`src/hdl/tif_map.vh`:
```
// Register map, field positions, reset values and codes for the timer flag block.
// Assumes an 8-bit register port with byte addresses as listed here.
//
// Functional notes
// - Overflow request needs enable, global flag, overflow flag
// - Flag bits 7:6 and 4 read zero
// - Capture pin event sets capture flag
// - Capture-top modes set capture flag at top
// - Compare flag sets one timer clock after equality
// - Forced compare strobe never sets match flag
// - Normal and CTC modes: overflow sets overflow flag
// - Vector execution clears its flag
// - Writing one clears flag, zero keeps it
// - Timer four out-mode fields drive no pin
// - Non-PWM out-mode zero normal, others reserved
// - Mode built from control A 1:0, B 4:3
// - Mode 0 normal, 4/C CTC, D reserved
// - Modes 1-3, A, B phase correct PWM
// - Modes 8, 9 phase-and-frequency correct PWM
// - Modes 5-7, E, F fast PWM
// - Timer four waveform stays internal, no pins
// - Noise filter bit stored, no effect
// - Clock select: stop, /1, prescaled, reserved
`ifndef TIF_MAP_VH
`define TIF_MAP_VH

`define TIF_ADDR_T3_FLAGS      8'h38
`define TIF_ADDR_T3_MASK       8'h71
`define TIF_ADDR_T4_CTRL_A     8'hA0
`define TIF_ADDR_T4_CTRL_B     8'hA1

`define TIF_RST_T3_FLAGS       8'h00
`define TIF_RST_T3_MASK        8'h00
`define TIF_RST_T4_CTRL_A      8'h00
`define TIF_RST_T4_CTRL_B      8'h00

`define TIF_FLAG_OVF           0
`define TIF_FLAG_MATCH_A       1
`define TIF_FLAG_MATCH_B       2
`define TIF_FLAG_MATCH_C       3
`define TIF_FLAG_CAPTURE       5
`define TIF_FLAG_WMASK         8'h2F
`define TIF_MASK_OVF_EN        0

`define TIF_CA_OUT_A_MSB       7
`define TIF_CA_OUT_A_LSB       6
`define TIF_CA_OUT_B_MSB       5
`define TIF_CA_OUT_B_LSB       4
`define TIF_CA_OUT_C_MSB       3
`define TIF_CA_OUT_C_LSB       2
`define TIF_CA_WGM_MSB         1
`define TIF_CA_WGM_LSB         0
`define TIF_CB_NOISE           7
`define TIF_CB_EDGE            6
`define TIF_CB_WGM_MSB         4
`define TIF_CB_WGM_LSB         3
`define TIF_CB_CS_MSB          2
`define TIF_CB_CS_LSB          0
`define TIF_CB_WMASK           8'hDF

`define TIF_CS_STOP            3'h0
`define TIF_CS_DIV1            3'h1
`define TIF_CS_DIV8            3'h2
`define TIF_CS_DIV64           3'h3
`define TIF_CS_DIV256          3'h4
`define TIF_CS_DIV1024         3'h5

`define TIF_PRE_MASK8          10'h007
`define TIF_PRE_MASK64         10'h03F
`define TIF_PRE_MASK256        10'h0FF
`define TIF_PRE_MASK1024       10'h3FF

`define TIF_TOP_FIXED          2'h0
`define TIF_TOP_CMP_A          2'h1
`define TIF_TOP_CAPTURE        2'h2

`endif

```
`src/hdl/tif_timer_flags_ctrl.v`:
```
// Timer three interrupt flags with overflow request, timer four control registers.
// Assumes counter, compare and prescaled-tick sources on mclk; capture pin is asynchronous.
//
// Local design decision: strobed register access.
`timescale 1ns/1ps
`default_nettype none
`include "tif_map.vh"

module tif_timer_flags_ctrl (
  input  wire       mclk,
  input  wire       rst_n,
  input  wire [7:0] regAddr,
  input  wire [7:0] regWrData,
  input  wire       regWrStb,
  input  wire       regRdStb,
  output reg  [7:0] regRdData_r,
  input  wire       globalIrqEnable,
  input  wire [3:0] t3WaveformMode,
  input  wire       t3Tick,
  input  wire       t3Overflow,
  input  wire       t3AtTop,
  input  wire       t3AtBottom,
  input  wire [2:0] t3CompareEqual,
  input  wire [2:0] t3ForceMatch,
  input  wire       t3CapturePin,
  input  wire       t3CaptureRising,
  input  wire       t3OvfVectorAck,
  input  wire       t3CapVectorAck,
  input  wire [2:0] t3MatchVectorAck,
  output reg        t3OverflowIrq_r,
  output reg  [4:0] t3FlagState_r,
  output reg  [2:0] t3ForcedMatch_r,
  output reg  [3:0] t4WaveformMode_r,
  output reg  [5:0] t4ModeClass_r,
  output reg  [1:0] t4TopSource_r,
  output reg        t4OutModeReserved_r,
  output reg        t4CountTick_r
);

  localparam [5:0] CL_NORMAL = 6'h01;
  localparam [5:0] CL_CTC    = 6'h02;
  localparam [5:0] CL_PCPWM  = 6'h04;
  localparam [5:0] CL_PFCPWM = 6'h08;
  localparam [5:0] CL_FAST   = 6'h10;
  localparam [5:0] CL_RSVD   = 6'h20;
  localparam [7:0] FLAG_RST  = `TIF_RST_T3_FLAGS;

  // Mode class decode
  function [5:0] modeClass;
    input [3:0] m;
    begin
      case (m)
        4'h0:                modeClass = CL_NORMAL;
        4'h4, 4'hC:          modeClass = CL_CTC;
        4'h1, 4'h2, 4'h3,
        4'hA, 4'hB:          modeClass = CL_PCPWM;
        4'h8, 4'h9:          modeClass = CL_PFCPWM;
        4'h5, 4'h6, 4'h7,
        4'hE, 4'hF:          modeClass = CL_FAST;
        default:             modeClass = CL_RSVD;
      endcase
    end
  endfunction

  // Source of the counter maximum
  function [1:0] topSource;
    input [3:0] m;
    begin
      case (m)
        4'h8, 4'hA, 4'hE:    topSource = `TIF_TOP_CAPTURE;
        4'h4, 4'h9, 4'hB,
        4'hC, 4'hF:          topSource = `TIF_TOP_CMP_A;
        default:             topSource = `TIF_TOP_FIXED;
      endcase
    end
  endfunction

  wire [7:0] t3Flags_r;
  reg  [7:0] t3Mask_r;
  reg  [7:0] t4CtrlA_r;
  reg  [7:0] t4CtrlB_r;
  reg  [2:0] eqPending_r;
  wire       capSync2_r;
  reg        capPrev_r;
  reg  [9:0] preCnt_r;
  reg        tickNxt;
  reg  [7:0] rdNxt;
  reg        ovfEvent;
  reg  [7:0] setBits;
  reg  [7:0] clrBits;

  wire       wrFlags = regWrStb && (regAddr == `TIF_ADDR_T3_FLAGS);
  wire       wrMask  = regWrStb && (regAddr == `TIF_ADDR_T3_MASK);
  wire       wrCtrlA = regWrStb && (regAddr == `TIF_ADDR_T4_CTRL_A);
  wire       wrCtrlB = regWrStb && (regAddr == `TIF_ADDR_T4_CTRL_B);
  wire [5:0] t3Class = modeClass(t3WaveformMode);
  wire [5:0] t4ClassNxt;
  wire [3:0] t4ModeNxt;
  wire [2:0] clkSel = t4CtrlB_r[`TIF_CB_CS_MSB:`TIF_CB_CS_LSB];
  wire       capEdge;

  assign t4ModeNxt  = {t4CtrlB_r[`TIF_CB_WGM_MSB:`TIF_CB_WGM_LSB],
                       t4CtrlA_r[`TIF_CA_WGM_MSB:`TIF_CA_WGM_LSB]};
  assign t4ClassNxt = modeClass(t4ModeNxt);
  assign capEdge    = t3CaptureRising ? (capSync2_r && !capPrev_r)
                                      : (!capSync2_r && capPrev_r);

  // Capture pin synchroniser and edge history
  tif_sync2 u_capSync (
    .mclk      (mclk),
    .rst_n     (rst_n),
    .asyncIn   (t3CapturePin),
    .syncOut_r (capSync2_r)
  );

  always @(posedge mclk or negedge rst_n) begin
    if (!rst_n)
      capPrev_r <= 1'b0;
    else
      capPrev_r <= capSync2_r;
  end

  // Overflow event per mode
  always @* begin
    case (t3Class)
      CL_NORMAL, CL_CTC: ovfEvent = t3Overflow;
      CL_FAST:           ovfEvent = t3AtTop;
      CL_PCPWM,
      CL_PFCPWM:         ovfEvent = t3AtBottom;
      default:           ovfEvent = 1'b0;
    endcase
  end

  // Flag set and clear terms; set wins
  always @* begin
    setBits = 8'h00;
    clrBits = 8'h00;
    setBits[`TIF_FLAG_OVF] = ovfEvent;
    setBits[`TIF_FLAG_CAPTURE] = capEdge ||
      (t3AtTop && (topSource(t3WaveformMode) == `TIF_TOP_CAPTURE));
    setBits[`TIF_FLAG_MATCH_C:`TIF_FLAG_MATCH_A] =
      t3Tick ? eqPending_r : 3'h0;
    if (wrFlags)
      clrBits = regWrData & `TIF_FLAG_WMASK;
    clrBits[`TIF_FLAG_OVF] = clrBits[`TIF_FLAG_OVF] | t3OvfVectorAck;
    clrBits[`TIF_FLAG_CAPTURE] = clrBits[`TIF_FLAG_CAPTURE] | t3CapVectorAck;
    clrBits[`TIF_FLAG_MATCH_C:`TIF_FLAG_MATCH_A] =
      clrBits[`TIF_FLAG_MATCH_C:`TIF_FLAG_MATCH_A] | t3MatchVectorAck;
  end

  // Reserved flag positions
  assign t3Flags_r[7:6] = 2'h0;
  assign t3Flags_r[4]   = 1'b0;

  // One cell per flag; set wins over clear
  tif_flag_cell #(
    .RST_VAL (FLAG_RST[`TIF_FLAG_OVF])
  ) u_flagOvf (
    .mclk   (mclk),
    .rst_n  (rst_n),
    .setEvt (setBits[`TIF_FLAG_OVF]),
    .clrEvt (clrBits[`TIF_FLAG_OVF]),
    .flag_r (t3Flags_r[`TIF_FLAG_OVF])
  );

  tif_flag_cell #(
    .RST_VAL (FLAG_RST[`TIF_FLAG_MATCH_A])
  ) u_flagMatchA (
    .mclk   (mclk),
    .rst_n  (rst_n),
    .setEvt (setBits[`TIF_FLAG_MATCH_A]),
    .clrEvt (clrBits[`TIF_FLAG_MATCH_A]),
    .flag_r (t3Flags_r[`TIF_FLAG_MATCH_A])
  );

  tif_flag_cell #(
    .RST_VAL (FLAG_RST[`TIF_FLAG_MATCH_B])
  ) u_flagMatchB (
    .mclk   (mclk),
    .rst_n  (rst_n),
    .setEvt (setBits[`TIF_FLAG_MATCH_B]),
    .clrEvt (clrBits[`TIF_FLAG_MATCH_B]),
    .flag_r (t3Flags_r[`TIF_FLAG_MATCH_B])
  );

  tif_flag_cell #(
    .RST_VAL (FLAG_RST[`TIF_FLAG_MATCH_C])
  ) u_flagMatchC (
    .mclk   (mclk),
    .rst_n  (rst_n),
    .setEvt (setBits[`TIF_FLAG_MATCH_C]),
    .clrEvt (clrBits[`TIF_FLAG_MATCH_C]),
    .flag_r (t3Flags_r[`TIF_FLAG_MATCH_C])
  );

  tif_flag_cell #(
    .RST_VAL (FLAG_RST[`TIF_FLAG_CAPTURE])
  ) u_flagCapture (
    .mclk   (mclk),
    .rst_n  (rst_n),
    .setEvt (setBits[`TIF_FLAG_CAPTURE]),
    .clrEvt (clrBits[`TIF_FLAG_CAPTURE]),
    .flag_r (t3Flags_r[`TIF_FLAG_CAPTURE])
  );

  // Timer three mask and compare pipeline
  always @(posedge mclk or negedge rst_n) begin
    if (!rst_n) begin
      t3Mask_r        <= `TIF_RST_T3_MASK;
      eqPending_r     <= 3'h0;
      t3ForcedMatch_r <= 3'h0;
    end else begin
      if (wrMask)
        t3Mask_r <= regWrData & 8'h01;
      if (t3Tick)
        eqPending_r <= t3CompareEqual;
      t3ForcedMatch_r <= t3ForceMatch;
    end
  end

  // Interrupt request and flag view
  always @(posedge mclk or negedge rst_n) begin
    if (!rst_n) begin
      t3OverflowIrq_r <= 1'b0;
      t3FlagState_r   <= 5'h00;
    end else begin
      t3OverflowIrq_r <= t3Mask_r[`TIF_MASK_OVF_EN] && globalIrqEnable &&
                         t3Flags_r[`TIF_FLAG_OVF];
      t3FlagState_r   <= {t3Flags_r[`TIF_FLAG_CAPTURE],
                          t3Flags_r[`TIF_FLAG_MATCH_C:`TIF_FLAG_OVF]};
    end
  end

  // Timer four control registers
  always @(posedge mclk or negedge rst_n) begin
    if (!rst_n) begin
      t4CtrlA_r <= `TIF_RST_T4_CTRL_A;
      t4CtrlB_r <= `TIF_RST_T4_CTRL_B;
    end else begin
      if (wrCtrlA)
        t4CtrlA_r <= regWrData;
      if (wrCtrlB)
        t4CtrlB_r <= regWrData & `TIF_CB_WMASK;
    end
  end

  // Timer four mode decode, internal only
  always @(posedge mclk or negedge rst_n) begin
    if (!rst_n) begin
      t4WaveformMode_r    <= 4'h0;
      t4ModeClass_r       <= CL_NORMAL;
      t4TopSource_r       <= `TIF_TOP_FIXED;
      t4OutModeReserved_r <= 1'b0;
    end else begin
      t4WaveformMode_r <= t4ModeNxt;
      t4ModeClass_r    <= t4ClassNxt;
      t4TopSource_r    <= topSource(t4ModeNxt);
      t4OutModeReserved_r <= ((t4ClassNxt == CL_NORMAL) || (t4ClassNxt == CL_CTC)) &&
        (t4CtrlA_r[`TIF_CA_OUT_A_MSB:`TIF_CA_OUT_C_LSB] != 6'h00);
    end
  end

  // Prescaler tick select
  always @* begin
    case (clkSel)
      `TIF_CS_STOP:    tickNxt = 1'b0;
      `TIF_CS_DIV1:    tickNxt = 1'b1;
      `TIF_CS_DIV8:    tickNxt = ((preCnt_r & `TIF_PRE_MASK8) == `TIF_PRE_MASK8);
      `TIF_CS_DIV64:   tickNxt = ((preCnt_r & `TIF_PRE_MASK64) == `TIF_PRE_MASK64);
      `TIF_CS_DIV256:  tickNxt = ((preCnt_r & `TIF_PRE_MASK256) == `TIF_PRE_MASK256);
      `TIF_CS_DIV1024: tickNxt = (preCnt_r == `TIF_PRE_MASK1024);
      default:         tickNxt = 1'b0;
    endcase
  end

  always @(posedge mclk or negedge rst_n) begin
    if (!rst_n) begin
      preCnt_r      <= 10'h000;
      t4CountTick_r <= 1'b0;
    end else begin
      preCnt_r      <= preCnt_r + 10'h001;
      t4CountTick_r <= tickNxt;
    end
  end

  // Read mux
  always @* begin
    case (regAddr)
      `TIF_ADDR_T3_FLAGS:  rdNxt = t3Flags_r & `TIF_FLAG_WMASK;
      `TIF_ADDR_T3_MASK:   rdNxt = t3Mask_r;
      `TIF_ADDR_T4_CTRL_A: rdNxt = t4CtrlA_r;
      `TIF_ADDR_T4_CTRL_B: rdNxt = t4CtrlB_r;
      default:             rdNxt = 8'h00;
    endcase
  end

  always @(posedge mclk or negedge rst_n) begin
    if (!rst_n)
      regRdData_r <= 8'h00;
    else if (regRdStb)
      regRdData_r <= rdNxt;
    else
      regRdData_r <= 8'h00;
  end

endmodule // tif_timer_flags_ctrl

// One interrupt flag bit, set wins over clear
module tif_flag_cell #(
  parameter [0:0] RST_VAL = 1'b0
) (
  input  wire mclk,
  input  wire rst_n,
  input  wire setEvt,
  input  wire clrEvt,
  output reg  flag_r
);

  always @(posedge mclk or negedge rst_n) begin
    if (!rst_n)
      flag_r <= RST_VAL;
    else if (setEvt)
      flag_r <= 1'b1;
    else if (clrEvt)
      flag_r <= 1'b0;
  end

endmodule // tif_flag_cell

// Two-stage synchroniser for an asynchronous pin
module tif_sync2 (
  input  wire mclk,
  input  wire rst_n,
  input  wire asyncIn,
  output reg  syncOut_r
);

  reg metaStage_r;

  always @(posedge mclk or negedge rst_n) begin
    if (!rst_n) begin
      metaStage_r <= 1'b0;
      syncOut_r   <= 1'b0;
    end else begin
      metaStage_r <= asyncIn;
      syncOut_r   <= metaStage_r;
    end
  end

endmodule // tif_sync2
`default_nettype wire

```
`config.mk`:
```
export PLATFORM = sky130hd
export DESIGN_NAME = tif_timer_flags_ctrl
export DESIGN_NICKNAME = d
export VERILOG_FILES = /design/src/hdl/tif_timer_flags_ctrl.v
export VERILOG_INCLUDE_DIRS = /design/src /design/src/hdl
export SDC_FILE = /design/constraint.sdc
export NUM_CORES = 1
export LEC_CHECK = 0
export BUFFER_PORTS_ARGS = -buffer_cell sky130_fd_sc_hd__buf_2
export CORE_MARGIN = 5
export CORE_UTILIZATION = 49
export CTS_BUF_LIST = sky130_fd_sc_hd__clkbuf_4
export DETAILED_ROUTE_END_ITERATION = 12
export PLACE_DENSITY = 0.86
export SLEW_MARGIN = 25
export SYNTH_ARGS = -nofsm -noshare
export SYNTH_HDL_FRONTEND = slang
export SYNTH_HIERARCHICAL = 1
export SYNTH_SLANG_ARGS = --single-unit
```
`constraint.sdc`:
```
create_clock -name mclk -period 1.4 [get_ports mclk]
set_clock_uncertainty 0.15 [all_clocks]
set_input_delay 0.07 -clock mclk [delete_from_list [all_inputs] [get_ports mclk]]
set_output_delay 0.07 -clock mclk [all_outputs]
set_load 0.05 [all_outputs]
```
### Yosys cells after proc, flatten, opt, wreduce, memory -nomap -nowiden

Memory sizes are Yosys's and may differ from the RTL's. A register that Yosys moved wholly into a read port is not among the register bits.
Cells that the tools add are included.

| storage, ports and cells | value |
|---|---|
| register bits after elaboration | 66 |
| bits in read-only memories | 256 |
| input port bits | 42 |
| word-level logic and storage cells | 90 |
| memories | 4 |

| cells by class | value |
|---|---|
| add/subtract/negate cells | 1 |
| equal/unequal tests | 21 |
| muxes and demuxes | 17 |
| bitwise logic cells | 3 |
| reduce and logical (&&, ||, !) cells | 23 |

Memories:

| name | words | width | read ports | clocked after Yosys merged registers in | wr ports | line | text |
|---|---|---|---|---|---|---|---|
| (no name shown) | 16 | 6 | 1 | 0 | 0 | tif_timer_flags_ctrl.v:52 | `case (m)` |
| (no name shown) | 16 | 6 | 1 | 0 | 0 | tif_timer_flags_ctrl.v:52 |  |
| (no name shown) | 16 | 2 | 1 | 1 | 0 | tif_timer_flags_ctrl.v:69 | `case (m)` |
| (no name shown) | 16 | 2 | 1 | 0 | 0 | tif_timer_flags_ctrl.v:69 |  |

Operator list:

| kind | count |
|---|---|
| one-hot mux 8 bit (4 select lines) | 1 |
| equality test 8 bit, second input constant | 3 |
| equality test 6 x 1 -> 1 bit, second input constant | 2 |
| equality test 6 x 2 -> 1 bit, second input constant | 2 |
| two-way mux 1 bit | 11 |
| adder 10 x 1 -> 10 bit, second input constant | 1 |
| equality test 10 bit, second input constant | 1 |
| logical AND 1 bit | 10 |
| nonzero test 2 bit | 5 |
| equality test 3 bit, second input constant | 3 |
| equality test 8 x 6 -> 1 bit, second input constant | 1 |
| equality test 8 x 7 -> 1 bit, second input constant | 1 |
| two-way mux 8 bit | 1 |
| equality test 3 x 2 -> 1 bit, second input constant | 2 |
| equality test 6 x 3 -> 1 bit, second input constant | 1 |
| equality test 6 x 4 -> 1 bit, second input constant | 1 |
| equality test 6 x 5 -> 1 bit, second input constant | 1 |
| equality test 6 bit, second input constant | 1 |
| two-way mux 6 bit | 1 |
| nonzero test 6 bit | 1 |
| one-hot mux 1 bit (5 select lines) | 1 |
| OR reduction 2 bit | 2 |
| equality test 3 x 1 -> 1 bit, second input constant | 1 |
| zero test 1 bit | 3 |
| other kinds (6) | 8 |

### Logic depth before layout (Yosys ltp)

| depth | value |
|---|---|
| depth after elaboration | 6 |
| mapped depth | 7 |

### Hierarchy

Netlist, hierarchy kept.

Modules (own cells, without submodules):

| module | instances | cells an instance | area each (µm²) | seq. area each (µm²) |
|---|---|---|---|---|
| tif_timer_flags_ctrl | 1 | 213 | 2683.8 | 1527.7 |
| tif_flag_cell | 5 | 3 | 36.3 | 25.0 |
| tif_sync2 | 1 | 2 | 50.0 | 50.0 |

### Least setup slack after synthesis

No wires, ideal clock.

| path | value |
|---|---|
| kind | input port to flip-flop |
| start point | in regAddr[1] |
| end point | reg u_flagOvf.flag_r |
| library setup time | 118 ps |
| arrival time | 1354 ps |
| data required time | 1132 ps |
| setup slack | -222 ps |
| cell stages on the path | 5 |
| cell sequence | or3b_2 -> nor4_4 -> a31o_2 -> inv_1 -> a21o_1 |

| on the way | value |
|---|---|
| longest elaborated chain between the ends | 5 |

Ends and longest elaborated chain:

| what | line | text |
|---|---|---|
| from (decl) | tif_timer_flags_ctrl.v:12 | `input wire [7:0] regAddr,` |
| equality test 8 x 6 -> 1 bit | - |  |
| logical AND 1 bit | tif_timer_flags_ctrl.v:92 | `` wire wrFlags = regWrStb && (regAddr == `TIF_ADDR_T3_FLAGS); `` |
| two-way mux 6 bit | tif_timer_flags_ctrl.v:143 | `if (wrFlags)` |
| bitwise OR 1 bit | tif_timer_flags_ctrl.v:145 | `` clrBits[`TIF_FLAG_OVF] = clrBits[`TIF_FLAG_OVF] \| t3OvfVectorAck; `` |
| named net clrBits[0] | tif_timer_flags_ctrl.v:90 | `reg [7:0] clrBits;` |
| nonzero test 2 bit (no source line) | - |  |
| to (signal assigned) | tif_timer_flags_ctrl.v:321 | `flag_r <= RST_VAL;` |
| to (signal assigned) | tif_timer_flags_ctrl.v:323 | `flag_r <= 1'b1;` |
| to (signal assigned) | tif_timer_flags_ctrl.v:325 | `flag_r <= 1'b0;` |
| to (decl) | tif_timer_flags_ctrl.v:316 | `output reg flag_r` |

The timed path passes the listed nets, and every way through them passes these cells.
A chain may end at the register's enable or synchronous reset.

### Worst setup path after layout

| path | value |
|---|---|
| start point | reg preCnt_r[0] |
| end point | reg t4CountTick_r |

| on the way | value |
|---|---|
| longest elaborated chain between the ends | 2 |
| elaborated cells between the ends (all ways) | 5 |
| classes of those cells | 4 x eq/ne; 1 x mux |

Ends and longest elaborated chain:

| what | line | text |
|---|---|---|
| from (decl) | tif_timer_flags_ctrl.v:85 | `reg [9:0] preCnt_r;` |
| from (signal assigned) | tif_timer_flags_ctrl.v:281 | `preCnt_r <= preCnt_r + 10'h001;` |
| equality test 10 bit (no source line), or another cell as far along | - |  |
| one-hot mux 1 bit (5 select lines) * | tif_timer_flags_ctrl.v:265 | `case (clkSel)` |
| named net tickNxt | tif_timer_flags_ctrl.v:86 | `reg tickNxt;` |
| to (signal assigned) | tif_timer_flags_ctrl.v:282 | `t4CountTick_r <= tickNxt;` |
| to (decl) | tif_timer_flags_ctrl.v:37 | `output reg t4CountTick_r` |

Mark *: on every way through the listed nets, which the timed path passes. The rest lies on a longest branch.

==> results.sh <==
export IMPL_status="finished, violations left"
export IMPL_violations_in_the_final_reports="setup timing"
export IMPL_final_report_setup_violation_count=1
export IMPL_placed_cell_area_um2=3520
export IMPL_syn_num_nets=282
export IMPL_cts_inserted_buffers=9
export IMPL_utilization=0.692
export IMPL_setup_slack_reg_to_reg_ps=-10
export IMPL_setup_worst_path_end="t4CountTick_r"
export IMPL_drt_iter0_markers=69
export IMPL_final_layout_size_suffix_gt1_frac=0.432
export IMPL_post_route_min_period_ps=1410
export IMPL_grt_setup_unrepaired="yes"
export IMPL_final_min_period_over_clock_period=1.01
export IMPL_worst_hold_slack_ps=28.3
export IMPL_fp_dieH_um=87.1
export IMPL_routed_wire_length_per_instance_um=15.2
export IMPL_synth_yosys_seq_area_share=0.584
export IMPL_path_max_fanout=2
export IMPL_grt_start_max_net_pins=33
export IMPL_layout_cells_non_filler=445
export IMPL_timing_critical_path_from_type="flip-flop"
export IMPL_drcViolationCount=0
export IMPL_clock_tree_root_cell="sky130_fd_sc_hd__clkbuf_4"
export IMPL_net_count_reported_at_finish=418
export IMPL_post_route_worst_setup_slack_ps=-11.8
export IMPL_netlist_instances=230
export IMPL_clkTransAtPathRegs_ps=120
export IMPL_worst_case_vdd_ir_drop_v=0.000623
export IMPL_relative_slew_margins=0.686
export IMPL_pin_count=73
export IMPL_die_area_um2=7590
export IMPL_cts_root_to_sink_buffers=2
export IMPL_detail_route_wirelength_mm=6.76
export IMPL_critPathLaunch="preCnt_r[0]"
export IMPL_crit_path_end_kind="flip-flop"
export IMPL_netlist_cell_type_count=46
export IMPL_async_set_reset_flop_share_out_of_synthesis=1.00
export IMPL_placedCellCount=392
export IMPL_port_buffers=72
export IMPL_timing_hold_worst_class="in2async"
export IMPL_place_hpwl_mm=4.74
export IMPL_final_hold_violation_count=0
export IMPL_regToRegStartpoint="preCnt_r[0]"
export IMPL_drv_slew=0
export IMPL_clock_fmax_ghz=0.708
export IMPL_syn2layout_area_growth_pct=38.8
export IMPL_synth_seq_cells=68
export IMPL_worstPathCellList="ha_2 > ha_1 > and3b_1 > a21oi_2 > o22ai_1"
export IMPL_grtUsageTotal=0.191
export IMPL_timing_critical_path_arrival_ps=1540
export IMPL_die_width_um=87.1
export IMPL_fillers=428
export IMPL_synth_area_per_cell_um2=12.7
export IMPL_critical_path_required_ps=1530
export IMPL_placement_rows=28
export IMPL_htreeDepth=3
export IMPL_worst_r2r_path_depth=5
export IMPL_diodes=0
export IMPL_first_global_vias=2358
export IMPL_gp_routability_congestion=0.789
export IMPL_worst_pin_slew_ps=469
export IMPL_slowest_delay_ps=400
export IMPL_max_cap_violations=0
export IMPL_synthesis_yosys_warnings=6
export IMPL_timing_worst_setup_path_type="reg2reg"
export IMPL_power_density_nw_per_um2=944
export IMPL_synth_main_ff_cell="sky130_fd_sc_hd__dfrtp_1"
export IMPL_fp_coreArea_um2=5850
export IMPL_detailedPlace_worstSlack_ps=-306
export IMPL_synth_edf_count=0
export IMPL_clock_insertion_delay_at_the_later_pin_of_the_skew_report_ps=410
export IMPL_synthesis_area_um2=2920
export IMPL_worst_path_max_delay_cell="sky130_fd_sc_hd__dfrtp_1"
export IMPL_ant_nets=0
export IMPL_overflow=0
export IMPL_vias=2280
export IMPL_finish_instance_area_um2=4050
export IMPL_p_leak_nw=2.09
export IMPL_floorplan_initialDensity=0.498
export IMPL_grt_pass1_wl_mm=11.0
export IMPL_cts_tree="done"
export IMPL_r2r_end="t4CountTick_r"
export IMPL_drt_first_pass_iters=4
export IMPL_vias_per_cell=5.12
export IMPL_clock_sinks=68
export IMPL_grt_antenna_before_repair=0
==> routing by layer <==
metal	vias to the layer above	track usage	routed length, um
li1	1088	-	-
met1	1104	0.239	2700
met2	76	0.319	3530
met3	12	0.0416	411
met4	0	0.0837	122
met5	-	0	0
==> what timing repair did <==
action                     in CTS  in global routing
setup buffers                   1                  4
hold endpoints to repair      105                  0
hold buffers                   33                  0
pin swaps                       0                  3
gates resized for setup         5                 11
setup endpoints to repair       3                  2
==> synth_stat cells, types with 3 or more instances <==
master                     instances  area [um^2]
sky130_fd_sc_hd__xnor2_1           4         35.0
sky130_fd_sc_hd__and3_1            3         18.8
sky130_fd_sc_hd__and2_1            6         37.5
sky130_fd_sc_hd__nor3_1            5         25.0
sky130_fd_sc_hd__inv_1            12         45.0
sky130_fd_sc_hd__nand2_1          14         52.6
sky130_fd_sc_hd__dfrtp_1          67         1680
sky130_fd_sc_hd__a21o_1            5         37.5
sky130_fd_sc_hd__mux2_2           19          214
sky130_fd_sc_hd__ha_1             10          125
sky130_fd_sc_hd__xor2_1            3         26.3
sky130_fd_sc_hd__nand3b_1          5         37.5
sky130_fd_sc_hd__a21oi_1           4         20.0
sky130_fd_sc_hd__nor2_1           16         60.1
sky130_fd_sc_hd__a22oi_1           4         30.0
sky130_fd_sc_hd__o21ai_0           6         30.0
sky130_fd_sc_hd__nand3_1           4         20.0
sky130_fd_sc_hd__mux2i_1           3         30.0
sky130_fd_sc_hd__a31o_2            5         43.8
sky130_fd_sc_hd__o22ai_1           3         18.8
==> flip-flops by register name, indices dropped and copies added (netlist names), 2 cells and up <==
name,cells
preCnt_r,10
regRdData_r,8
t4CtrlA_r,8
t4CtrlB_r,7
t4ModeClass_r,6
t3FlagState_r,5
t4WaveformMode_r,4
eqPending_r,3
t3ForcedMatch_r,3
t4TopSource_r,2
==> power by group <==
part	internal [W]	switching, W	total [W]
clock	0.000337	0.000667	0.00100
combinational	0.000290	0.000402	0.000692
sequential	0.00207	0.0000555	0.00212
total	0.00269	0.00113	0.00382
==> how the worst min path moves through the flow <==
| stage | endpoint | depth (start not counted) | from | slack (ps) |
|---|---|---|---|---|
| floorplan | capPrev_r | 0 | rst_n | -380 |
| global placement | t4OutModeReserved_r | 1 | rst_n | -110 |
| detailed placement | t4OutModeReserved_r | 1 | rst_n | -100 |
| CTS | regRdData_r[7] | 4 | regAddr[6] | 10 |
| global route | regRdData_r[7] | 4 | regAddr[6] | 6 |
| finish | preCnt_r[9] | 3 | rst_n | 30 |
==> metrics by stage <==
step                power [W]  setup TNS (ps)
finish                0.00382           -11.8
CTS                   0.00381               0
global placement      0.00273           -6230
floorplan             0.00250           -2340
global route          0.00399            -124
detailed placement    0.00275           -7110
==> cell families after synthesis <==
family / count (synthesis) / synth area share
and+or+nand+nor: 72 / 0.155
DFF: 68 / 0.584
xor gates and xnor gates: 7 / 0.0210
buffers and inverters: 16 / 0.0223
adders and majority gates: 10 / 0.0429
AOI/OAI and AO/OA: 33 / 0.0803
muxes: 24 / 0.0940
==> critical path, delay by kind of cell, from the launching register on <==
family                     cells  cell delay, ps
and+or+nand+nor                1             180
DFF                            1             400
adders and majority gates      2             380
AOI/OAI and AO/OA              2             190
==> layout make-up <==
cell class | instances | area, um^2 | share of cell area
clock buffers | 9 | 67.6 | 0.0167
clock inverters | 6 | 32.5 | 0.00804
inverters | 12 | 45.0 | 0.0111
multi-input cells | 146 | 1210 | 0.298
flip-flops and latches | 68 | 1700 | 0.421
well taps | 75 | 93.8 | 0.0232
repair buffers | 129 | 898 | 0.222
==> layout by cell type, fill, tap and decap left out, types with 2 or more instances in the layout <==
cell type                        n
sky130_fd_sc_hd__a21o_1          5
sky130_fd_sc_hd__a21oi_1         3
sky130_fd_sc_hd__a22oi_1         4
sky130_fd_sc_hd__a31o_2          5
sky130_fd_sc_hd__and2_1          6
sky130_fd_sc_hd__and3_1          3
sky130_fd_sc_hd__buf_12          2
sky130_fd_sc_hd__buf_2          71
sky130_fd_sc_hd__buf_4          23
sky130_fd_sc_hd__clkbuf_4        9
sky130_fd_sc_hd__clkinv_1        2
sky130_fd_sc_hd__clkinv_2        2
sky130_fd_sc_hd__clkinvlp_4      2
sky130_fd_sc_hd__dfrtp_1        67
sky130_fd_sc_hd__dlygate4sd3_1  33
sky130_fd_sc_hd__ha_1            7
sky130_fd_sc_hd__ha_2            3
sky130_fd_sc_hd__inv_1          10
sky130_fd_sc_hd__inv_2           2
sky130_fd_sc_hd__mux2_2         19
sky130_fd_sc_hd__mux2_4          2
sky130_fd_sc_hd__mux2i_1         3
sky130_fd_sc_hd__nand2_1        14
sky130_fd_sc_hd__nand3_1         3
sky130_fd_sc_hd__nand3_4         2
sky130_fd_sc_hd__nand3b_1        5
sky130_fd_sc_hd__nand4_1         2
sky130_fd_sc_hd__nand4b_1        2
sky130_fd_sc_hd__nor2_1         14
sky130_fd_sc_hd__nor3_1          3
sky130_fd_sc_hd__nor3b_1         2
sky130_fd_sc_hd__o21ai_0         6
sky130_fd_sc_hd__o22ai_1         2
sky130_fd_sc_hd__or3b_4          2
sky130_fd_sc_hd__xnor2_1         4
sky130_fd_sc_hd__xor2_1          3
(Power assumes the default switching activity.)
